--- src/common/udcs_pkg.sv ---
// Shared constants and types for the USB device control and status block
// Overview of operation
// - Bus reset optionally resets the CPU
// - Three-bit mode field steers pins, regulator
// - Host resume sets resume flag, wakes CPU
// - Leaving suspend clears suspend, then resume
// - Bus reset sets flag; clear needs unprotected
// - Wake command held until engine acknowledges
// - Suspend flag set; rising edge interrupts
// - Endpoint access flags, enabled interrupt, software clear
// - Two-bit field selects endpoint FIFO
// - Address bits 7..1, wake enable bit 0
// - Bit 0 enables remote wake-up
// - Stall bits cleared on reset, setup
// - NAK mask suppresses NAK interrupts
// - Error code set by engine, software clears
// - IN token indication read-only
// - OUT flag, cleared by software or setup
// - FIFO error flag; clear needs unprotected
// - Address adopted now or after IN read
// - Write-protect bit gates bus reset and FIFO error flag clears
package udcs_pkg;
    localparam int ADDR_W = 4;
    localparam logic [3:0] OFS_CTRL = 4'h0;
    localparam logic [3:0] OFS_EPFLAG = 4'h1;
    localparam logic [3:0] OFS_CLKCTL = 4'h2;
    localparam logic [3:0] OFS_ADDR = 4'h3;
    localparam logic [3:0] OFS_STALL = 4'h4;
    localparam logic [3:0] OFS_STATUS = 4'h5;
    localparam logic [3:0] OFS_SYSCTL = 4'h6;
    localparam logic [3:0] OFS_EPIEN = 4'h7;
    // usb_control_status fields
    localparam int CTL_RESETCPU = 7;
    localparam int CTL_MODE_LSB = 4;
    localparam int CTL_RESUME = 3;
    localparam int CTL_BUSRST = 2;
    localparam int CTL_WAKE = 1;
    localparam int CTL_SUSP = 0;
    localparam logic [7:0] CTL_RESET_VAL = 8'h80;
    // usb_clock_suspend_control fields
    localparam int CLK_REDUCE = 4;
    localparam int CLK_ENABLE = 3;
    localparam int CLK_SEL_LSB = 0;
    // engine_token_error_status fields
    localparam int ST_NAKMASK = 7;
    localparam int ST_ERR_LSB = 4;
    localparam int ST_IN = 3;
    localparam int ST_OUT = 2;
    localparam int ST_FERR = 1;
    localparam int ST_ADDRESS_UPDATE_TIMING = 0;
    localparam int SYS_PROTECT = 7;
    localparam logic [7:0] ADDR_RESET_VAL = 8'h00;
    localparam int SYNC_STAGES = 2;
    typedef enum logic [1:0] {
        UDCS_PIN_FLOAT = 2'b00,
        UDCS_PIN_OD = 2'b01,
        UDCS_PIN_USB = 2'b10
    } udcs_pin_t;
    typedef enum logic [1:0] {
        UDCS_WAKE_IDLE = 2'b00,
        UDCS_WAKE_HOLD = 2'b01
    } udcs_wake_t;
endpackage

--- src/hw/udcs_sync.sv ---
// Two-flop synchroniser bank for engine event levels
`timescale 1ns/10ps
module udcs_sync #(
    parameter int WIDTH = 8
) (
    input wire logic ref_clk,
    input wire logic rst_n,
    input wire logic [WIDTH-1:0] din,
    output logic [WIDTH-1:0] dout
);
    typedef struct packed {
        logic [WIDTH-1:0] s1;
        logic [WIDTH-1:0] s2;
    } udcs_sync_t;
    udcs_sync_t st_q, st_d;
    always_comb begin
        st_d.s1 = din;
        st_d.s2 = st_q.s1;
    end
    always_ff @(posedge ref_clk or negedge rst_n) begin
        if (!rst_n) begin
            st_q <= '0;
        end else begin
            st_q <= st_d;
        end
    end
    assign dout = st_q.s2;
endmodule

--- src/hw/udcs_edge.sv ---
// Rising-edge pulse detector on synchronised levels
`timescale 1ns/10ps
module udcs_edge #(
    parameter int WIDTH = 8
) (
    input wire logic ref_clk,
    input wire logic rst_n,
    input wire logic [WIDTH-1:0] lvl,
    output logic [WIDTH-1:0] rise
);
    typedef struct packed {
        logic [WIDTH-1:0] prev;
    } udcs_edge_t;
    udcs_edge_t st_q, st_d;
    always_comb begin
        st_d.prev = lvl;
    end
    always_ff @(posedge ref_clk or negedge rst_n) begin
        if (!rst_n) begin
            st_q <= '0;
        end else begin
            st_q <= st_d;
        end
    end
    assign rise = lvl & ~st_q.prev;
endmodule

--- src/hw/udcs_top.sv ---
// USB device control and status registers around the serial interface engine
`timescale 1ns/10ps
module udcs_top #(
    parameter int NUM_EP = 4
) (
    input wire logic ref_clk,
    input wire logic rst_n,
    input wire logic [3:0] reg_addr,
    input wire logic [7:0] reg_wdata,
    input wire logic reg_wr,
    input wire logic reg_rd,
    output logic [7:0] reg_rdata,
    input wire logic eng_bus_reset,
    input wire logic eng_suspend,
    input wire logic eng_resume,
    input wire logic eng_left_suspend,
    input wire logic eng_setup,
    input wire logic eng_in_token,
    input wire logic eng_out_token,
    input wire logic eng_in_done,
    input wire logic eng_nak,
    input wire logic eng_err_evt,
    input wire logic [2:0] eng_err_code,
    input wire logic eng_fifo_err,
    input wire logic [NUM_EP-1:0] eng_ep_access,
    input wire logic eng_wake_ack,
    output logic cpu_reset_req,
    output logic usb_irq,
    output logic wake_cpu,
    output logic remote_wake_req,
    output logic [1:0] pin_mode,
    output logic regulator_output_en,
    output logic open_drain_pullup_en,
    output logic link_clock_enable,
    output logic suspend_current_reduce,
    output logic [1:0] fifo_select,
    output logic [6:0] device_address,
    output logic remote_wake_enable,
    output logic [NUM_EP-1:0] endpoint_stall_bits
);
    initial begin
        if (NUM_EP != 4) begin
            $error("udcs_top serves exactly four endpoints");
        end
    end

    localparam int NS = 9 + NUM_EP;

    typedef udcs_pkg::udcs_wake_t udcs_wake_fsm_t;
    typedef struct packed {
        logic [7:0] ctrl;
        logic [NUM_EP-1:0] epf;
        logic [7:0] clkc;
        logic [7:0] addr;
        logic [NUM_EP-1:0] stall;
        logic [7:0] stat;
        logic protect;
        logic [NUM_EP-1:0] epien;
        logic [6:0] live_addr;
        logic [7:0] rdata;
        logic rst_cpu;
        logic irq;
        logic wake;
        logic rwake;
        udcs_wake_fsm_t wst;
        logic [1:0] pmode;
        logic reg_en;
        logic od_en;
    } udcs_state_t;

    udcs_state_t st_q, st_d;
    logic [NS-1:0] ev_raw, ev_lvl, ev_rise;
    logic [2:0] err_code_s;

    function automatic logic [1:0] udcs_mode_decode(input logic [2:0] m);
        logic [1:0] r;
        r = udcs_pkg::UDCS_PIN_FLOAT;
        if (m == 3'b001) begin
            r = udcs_pkg::UDCS_PIN_OD;
        end else if (m[2:1] == 2'b01) begin
            r = udcs_pkg::UDCS_PIN_USB;
        end
        return r;
    endfunction

    // Level inputs crossed in; pulses are edges of the synced levels
    assign ev_raw = {eng_ep_access, eng_wake_ack, eng_fifo_err, eng_err_evt, eng_nak,
                     eng_in_done, eng_out_token, eng_setup, eng_left_suspend,
                     eng_bus_reset};
    udcs_sync #(.WIDTH(NS)) u_sync (
        .ref_clk(ref_clk),
        .rst_n(rst_n),
        .din(ev_raw),
        .dout(ev_lvl)
    );
    udcs_sync #(.WIDTH(3)) u_sync_err (
        .ref_clk(ref_clk),
        .rst_n(rst_n),
        .din(eng_err_code),
        .dout(err_code_s)
    );
    udcs_edge #(.WIDTH(NS)) u_edge (
        .ref_clk(ref_clk),
        .rst_n(rst_n),
        .lvl(ev_lvl),
        .rise(ev_rise)
    );

    logic [2:0] lvl_misc, lvl_misc_d;
    logic susp_rise, resume_rise;
    udcs_sync #(.WIDTH(3)) u_sync_misc (
        .ref_clk(ref_clk),
        .rst_n(rst_n),
        .din({eng_in_token, eng_resume, eng_suspend}),
        .dout(lvl_misc)
    );
    udcs_edge #(.WIDTH(3)) u_edge_misc (
        .ref_clk(ref_clk),
        .rst_n(rst_n),
        .lvl(lvl_misc),
        .rise(lvl_misc_d)
    );
    assign susp_rise = lvl_misc_d[0];
    assign resume_rise = lvl_misc_d[1];

    logic bus_rst, left_susp, setup_ev, out_ev, in_done, nak_ev, err_ev, ferr_ev, wake_ack;
    logic [NUM_EP-1:0] ep_ev;
    assign bus_rst = ev_rise[0];
    assign left_susp = ev_rise[1];
    assign setup_ev = ev_rise[2];
    assign out_ev = ev_rise[3];
    assign in_done = ev_rise[4];
    assign nak_ev = ev_rise[5];
    assign err_ev = ev_rise[6];
    assign ferr_ev = ev_rise[7];
    assign wake_ack = ev_rise[8];
    assign ep_ev = ev_rise[NS-1:9];

    logic wr_ctrl, wr_epf, wr_clk, wr_addr, wr_stall, wr_stat, wr_sys, wr_ien;
    assign wr_ctrl = reg_wr && reg_addr == udcs_pkg::OFS_CTRL;
    assign wr_epf = reg_wr && reg_addr == udcs_pkg::OFS_EPFLAG;
    assign wr_clk = reg_wr && reg_addr == udcs_pkg::OFS_CLKCTL;
    assign wr_addr = reg_wr && reg_addr == udcs_pkg::OFS_ADDR;
    assign wr_stall = reg_wr && reg_addr == udcs_pkg::OFS_STALL;
    assign wr_stat = reg_wr && reg_addr == udcs_pkg::OFS_STATUS;
    assign wr_sys = reg_wr && reg_addr == udcs_pkg::OFS_SYSCTL;
    assign wr_ien = reg_wr && reg_addr == udcs_pkg::OFS_EPIEN;

    always_comb begin
        st_d = st_q;
        // Control register: writable mode, reset routing, wake command
        if (wr_ctrl) begin
            st_d.ctrl[7:4] = reg_wdata[7:4];
            st_d.ctrl[udcs_pkg::CTL_WAKE] = reg_wdata[udcs_pkg::CTL_WAKE];
            if (!st_q.protect && !reg_wdata[udcs_pkg::CTL_BUSRST]) begin
                st_d.ctrl[udcs_pkg::CTL_BUSRST] = 1'b0;
            end
        end
        if (bus_rst) begin
            st_d.ctrl[udcs_pkg::CTL_BUSRST] = 1'b1;
        end
        // Suspend and resume are engine-owned, read-only
        st_d.ctrl[udcs_pkg::CTL_SUSP] = st_q.ctrl[udcs_pkg::CTL_SUSP] | susp_rise;
        if (resume_rise) begin
            st_d.ctrl[udcs_pkg::CTL_RESUME] = 1'b1;
        end
        if (left_susp) begin
            st_d.ctrl[udcs_pkg::CTL_SUSP] = 1'b0;
        end
        // Resume drops one cycle after suspend, keeping the documented order
        if (!st_q.ctrl[udcs_pkg::CTL_SUSP] && st_q.ctrl[udcs_pkg::CTL_RESUME]
            && !resume_rise && !lvl_misc[1]) begin
            st_d.ctrl[udcs_pkg::CTL_RESUME] = 1'b0;
        end
        // Endpoint access flags; set wins over software clear
        if (wr_epf) begin
            st_d.epf = reg_wdata[NUM_EP-1:0];
        end
        st_d.epf = st_d.epf | ep_ev;
        if (wr_clk) begin
            st_d.clkc = {3'b000, reg_wdata[4:3], 1'b0, reg_wdata[1:0]};
        end
        if (wr_addr) begin
            st_d.addr = reg_wdata;
        end
        // Address adoption timing
        if (!st_q.stat[udcs_pkg::ST_ADDRESS_UPDATE_TIMING] && wr_addr) begin
            st_d.live_addr = reg_wdata[7:1];
        end else if (st_q.stat[udcs_pkg::ST_ADDRESS_UPDATE_TIMING] && in_done) begin
            st_d.live_addr = st_q.addr[7:1];
        end
        if (wr_stall) begin
            st_d.stall = reg_wdata[NUM_EP-1:0];
        end
        if (bus_rst || setup_ev) begin
            st_d.stall = '0;
        end
        // Status register
        if (wr_stat) begin
            st_d.stat[udcs_pkg::ST_NAKMASK] = reg_wdata[udcs_pkg::ST_NAKMASK];
            st_d.stat[6:4] = reg_wdata[6:4] & st_q.stat[6:4];
            st_d.stat[udcs_pkg::ST_ADDRESS_UPDATE_TIMING] = reg_wdata[udcs_pkg::ST_ADDRESS_UPDATE_TIMING];
            if (!st_q.protect && !reg_wdata[udcs_pkg::ST_FERR]) begin
                st_d.stat[udcs_pkg::ST_FERR] = 1'b0;
            end
            if (!reg_wdata[udcs_pkg::ST_OUT]) begin
                st_d.stat[udcs_pkg::ST_OUT] = 1'b0;
            end
        end
        if (err_ev) begin
            st_d.stat[6:4] = err_code_s;
        end
        if (ferr_ev) begin
            st_d.stat[udcs_pkg::ST_FERR] = 1'b1;
        end
        if (setup_ev) begin
            st_d.stat[udcs_pkg::ST_OUT] = 1'b0;
        end
        if (out_ev) begin
            st_d.stat[udcs_pkg::ST_OUT] = 1'b1;
        end
        st_d.stat[udcs_pkg::ST_IN] = lvl_misc[2];
        if (wr_sys) begin
            st_d.protect = reg_wdata[udcs_pkg::SYS_PROTECT];
        end
        if (wr_ien) begin
            st_d.epien = reg_wdata[NUM_EP-1:0];
        end
        // Remote wake: hold request until engine acknowledges
        unique case (st_q.wst)
            udcs_pkg::UDCS_WAKE_IDLE: begin
                if (st_q.ctrl[udcs_pkg::CTL_WAKE] && st_q.addr[0]) begin
                    st_d.wst = udcs_pkg::UDCS_WAKE_HOLD;
                end
            end
            udcs_pkg::UDCS_WAKE_HOLD: begin
                if (wake_ack) begin
                    st_d.wst = udcs_pkg::UDCS_WAKE_IDLE;
                    st_d.ctrl[udcs_pkg::CTL_WAKE] = 1'b0;
                end
            end
            default: begin
                st_d.wst = udcs_pkg::UDCS_WAKE_IDLE;
            end
        endcase
        st_d.rwake = st_d.wst == udcs_pkg::UDCS_WAKE_HOLD;
        // Outputs registered
        st_d.rst_cpu = bus_rst && st_q.ctrl[udcs_pkg::CTL_RESETCPU];
        st_d.irq = susp_rise || resume_rise || bus_rst
            || |(ep_ev & st_q.epien)
            || (nak_ev && !st_q.stat[udcs_pkg::ST_NAKMASK] && |st_q.epien);
        st_d.wake = resume_rise;
        st_d.pmode = udcs_mode_decode(st_q.ctrl[6:4]);
        st_d.reg_en = st_d.pmode == udcs_pkg::UDCS_PIN_USB;
        st_d.od_en = st_d.pmode == udcs_pkg::UDCS_PIN_OD;
        st_d.rdata = 8'h00;
        if (reg_rd) begin
            unique case (reg_addr)
                udcs_pkg::OFS_CTRL: st_d.rdata = st_q.ctrl;
                udcs_pkg::OFS_EPFLAG: st_d.rdata = {4'h0, st_q.epf};
                udcs_pkg::OFS_CLKCTL: st_d.rdata = st_q.clkc;
                udcs_pkg::OFS_ADDR: st_d.rdata = st_q.addr;
                udcs_pkg::OFS_STALL: st_d.rdata = {4'h0, st_q.stall};
                udcs_pkg::OFS_STATUS: st_d.rdata = st_q.stat;
                udcs_pkg::OFS_SYSCTL: st_d.rdata = {st_q.protect, 7'h00};
                udcs_pkg::OFS_EPIEN: st_d.rdata = {4'h0, st_q.epien};
                default: st_d.rdata = 8'h00;
            endcase
        end
    end

    always_ff @(posedge ref_clk or negedge rst_n) begin
        if (!rst_n) begin
            st_q <= '0;
            st_q.ctrl <= udcs_pkg::CTL_RESET_VAL;
            st_q.addr <= udcs_pkg::ADDR_RESET_VAL;
        end else begin
            st_q <= st_d;
        end
    end

    assign reg_rdata = st_q.rdata;
    assign cpu_reset_req = st_q.rst_cpu;
    assign usb_irq = st_q.irq;
    assign wake_cpu = st_q.wake;
    assign remote_wake_req = st_q.rwake;
    assign pin_mode = st_q.pmode;
    assign regulator_output_en = st_q.reg_en;
    assign open_drain_pullup_en = st_q.od_en;
    assign link_clock_enable = st_q.clkc[udcs_pkg::CLK_ENABLE];
    assign suspend_current_reduce = st_q.clkc[udcs_pkg::CLK_REDUCE];
    assign fifo_select = st_q.clkc[1:0];
    assign device_address = st_q.live_addr;
    assign remote_wake_enable = st_q.addr[0];
    assign endpoint_stall_bits = st_q.stall;
endmodule

--- config.mk ---
export PLATFORM = sky130hd
export DESIGN_NAME = udcs_top
export DESIGN_NICKNAME = d
export VERILOG_FILES = /design/src/common/udcs_pkg.sv /design/src/hw/udcs_sync.sv /design/src/hw/udcs_edge.sv /design/src/hw/udcs_top.sv
export SDC_FILE = /design/constraint.sdc
export NUM_CORES = 1
export LEC_CHECK = 0
export BUFFER_PORTS_ARGS = -buffer_cell sky130_fd_sc_hd__buf_2
export CAP_MARGIN = 40
export CORE_ASPECT_RATIO = 0.7
export CORE_MARGIN = 4
export CORE_UTILIZATION = 40
export DETAILED_ROUTE_END_ITERATION = 8
export PLACE_DENSITY_LB_ADDON = 0.3
export SLEW_MARGIN = 40
export SYNTH_ARGS = -nofsm -noshare
export SYNTH_HDL_FRONTEND = slang
export SYNTH_HIERARCHICAL = 1
export SYNTH_SLANG_ARGS = --single-unit
--- constraint.sdc ---
create_clock -name ref_clk -period 3.62 [get_ports ref_clk]
set_input_delay 0.905 -clock ref_clk [delete_from_list [all_inputs] [get_ports ref_clk]]
set_output_delay 0.905 -clock ref_clk [all_outputs]
set_load 0.005 [all_outputs]
==> flow_metrics.tcl <==
set metrics [dict create \
    clock_tree_from_tritoncts "done" \
    die-width_um 139.0 \
    gate_count_post_synth 384 \
    antenna_found_initial 0 \
    cts_htree_levels 4 \
    cts_resized 0 \
    tns_ns 0 \
    drt_first_pass_iters 5 \
    first_global_vias 3008 \
    mean_post_synth_cell_area_um2 12.52 \
    power_density_nw_per_um2 634.8 \
    post_cts.repair.setup_buffers 0 \
    timing_max_transition_violations_final 0 \
    power.ir.vdd_worst_mv 0.3617 \
    route.detailed.drc 0 \
    worst_skew_pair.late_latency_ns 0.41 \
    worst-endpoint-required_ns 3.91 \
    path_class "in2reg" \
    power_mw 3.577 \
    ctsHoldBuffers 0 \
    p_leak_nw 2.566 \
    gp_congestion 0.9135 \
    avgRoutedWirePerCell_um 17.45 \
    max_slew.worst_pin.slew_ns 0.6455 \
    setup_viol 0 \
    crit_path_start_kind "primary input" \
    first_pass_grt_wire_length_um 16860 \
    viasPerCell 5.122 \
    maximum_number_of_pins_on_one_net_before_global_route_repair 74 \
    initial_utilization 0.4098 \
    ys_warns 6 \
    end_kind "flop" \
    clk_sink_count 117 \
    rsz0062_at_grt "false" \
    nNetsFinal 464 \
    routed_wirelength_um 10450 \
    postRouteAntennaNets 0 \
    dp.cells 567 \
    relSlewSlack 0.5697 \
    synth.net_count 419 \
    layout_min_cycle_time_ns 2.240 \
    arrival_time_at_the_worst_endpoint_ns 2.53 \
    area_growth_synth_to_finish_pct 17.24 \
    dp_hpwl_um 7206 \
    layoutNonFillerInstCount 599 \
    layout_worst_path_cycle_share 0.6188 \
    skew_ns 0.004668 \
    cts.root.buffer_cell "sky130_fd_sc_hd__clkbuf_16" \
    cts-root-to-sink-buffers 2 \
    clkSlewWorstSetupHoldPaths_ns 0.05 \
    drv.max_cap_violation_count 0 \
    hold_violations 0 \
    drt-initial-drc-count 251 \
    detailroute.via_count 3068 \
    worstPathMaxFanout 35 \
    synthesis.area_um2 4806 \
    total_clock_buffers_created_by_cts 17 \
    outcome "completed" \
    die-area_um2 13860 \
    antenna_cells_inserted 0 \
    io_pins 67 \
    drive_gt1_frac 0.3190 \
    grt_overflow_total 0 \
    gr-usage-all-layers 0.1596 \
    max_clock_freq_mhz 446.4 \
    floorplan.core_area_um2 11730 \
    holdCritPathClass "reg2reg" \
    die_height_um 99.71 \
    number_of_buffers_added_on_ports 66 \
    placementRows 33 \
]
==> worst paths after layout <==
| check | depth (start not counted) | start | slack, ns | endpoint |
|---|---|---|---|---|
| max in group asynchronous | 2 | rst_n | 2.35 | u_edge/st_q[3]$_DFF_PN0_ |
| hold / removal | 0 | u_sync/st_d[7]$_DFF_PN0_ | 0.35 | u_sync/dout[7]$_DFF_PN0_ |
| setup reg to reg | 3 | st_q[44]$_DFFE_PN0P_ | 2.21 | reg_rdata[2]$_DFF_PN0_ |
| hold reg to reg | 0 | u_sync/st_d[7]$_DFF_PN0_ | 0.35 | u_sync/dout[7]$_DFF_PN0_ |
| min in group asynchronous | 1 | rst_n | 0.51 | u_sync/st_d[8]$_DFF_PN0_ |
| setup / recovery | 4 | reg_addr[0] | 1.38 | st_q[27]$_DFFE_PN0P_ |
==> stage by stage <==
stage	hold WS (ns)	cell area (um2)	worst slack [ns]	util
3_3_place_gp	0.3330	5064	1.080	0.4318
4_1_cts	0.3467	5634	1.447	0.4805
3_5_place_dp	0.3347	5067	1.004	0.4321
2_1_floorplan	0.3312	4806	1.710	-
6_report	0.3454	5634	1.380	0.4805
5_1_grt	0.3474	5634	1.238	0.4805
==> final cells by class <==
class | instances | area, um2
repair buffers | 69 | 359.1
flip-flops and latches | 117 | 2929
clock buffers | 22 | 494.2
well taps | 157 | 196.4
fillers | 1064 | 6092
multi-input cells | 221 | 1572
clock inverters | 10 | 72.57
inverters | 3 | 11.26
==> placed cells by master, fill, tap and decap left out, types with 3 or more instances in the layout <==
master and instances:
sky130_fd_sc_hd__nor3b_1 7, sky130_fd_sc_hd__clkbuf_8 5, sky130_fd_sc_hd__buf_4 3, sky130_fd_sc_hd__a211oi_1 8, sky130_fd_sc_hd__a211o_1 4, sky130_fd_sc_hd__mux2_2 17
sky130_fd_sc_hd__nand2_1 21, sky130_fd_sc_hd__nor2_1 8, sky130_fd_sc_hd__nand3_1 15, sky130_fd_sc_hd__buf_2 65, sky130_fd_sc_hd__clkinvlp_4 6, sky130_fd_sc_hd__and3_1 8
sky130_fd_sc_hd__a21oi_1 8, sky130_fd_sc_hd__nand2b_1 6, sky130_fd_sc_hd__and3b_1 9, sky130_fd_sc_hd__a31oi_1 9, sky130_fd_sc_hd__o21ai_0 33, sky130_fd_sc_hd__nor3_1 3
sky130_fd_sc_hd__or3b_1 4, sky130_fd_sc_hd__inv_1 3, sky130_fd_sc_hd__nor2b_1 9, sky130_fd_sc_hd__clkbuf_16 17, sky130_fd_sc_hd__o31ai_1 3, sky130_fd_sc_hd__nor2b_4 15
sky130_fd_sc_hd__a21o_1 3, sky130_fd_sc_hd__dfrtp_1 116
==> power breakdown <==
| group | internal, mW | total, mW | switching (mW) |
|---|---|---|---|
| registers | 1.47 | 1.60 | 0.129 |
| logic | 0.212 | 0.425 | 0.213 |
| clock network | 0.964 | 1.55 | 0.586 |
==> registers in the layout (all words and copies together) (netlist names), 2 cells and up <==
signal,cells
st_q,34
u_edge_misc/st_q,2
reg_rdata,8
u_sync/dout,13
u_sync_err/st_d,3
u_sync_misc/st_d,3
u_edge/st_q,13
endpoint_stall_bits,4
u_sync_err/dout,3
u_sync/st_d,13
device_address,7
u_sync_misc/dout,3
pin_mode,2
fifo_select,2
==> worst max-delay path, stage by stage <==
cell	delay, ns
sky130_fd_sc_hd__buf_2	0.41
sky130_fd_sc_hd__nand2_1	0.42
sky130_fd_sc_hd__nor2_1	0.40
sky130_fd_sc_hd__mux2_2	0.39
==> layer usage <==
metal	GRT usage	share of wire
met1	0.2393	0.49
met2	0.2100	0.42
met3	0.05718	0.084
met4	0.06015	0.012
met5	0	0
No activity file was read; power rests on OpenSTA's default activity.
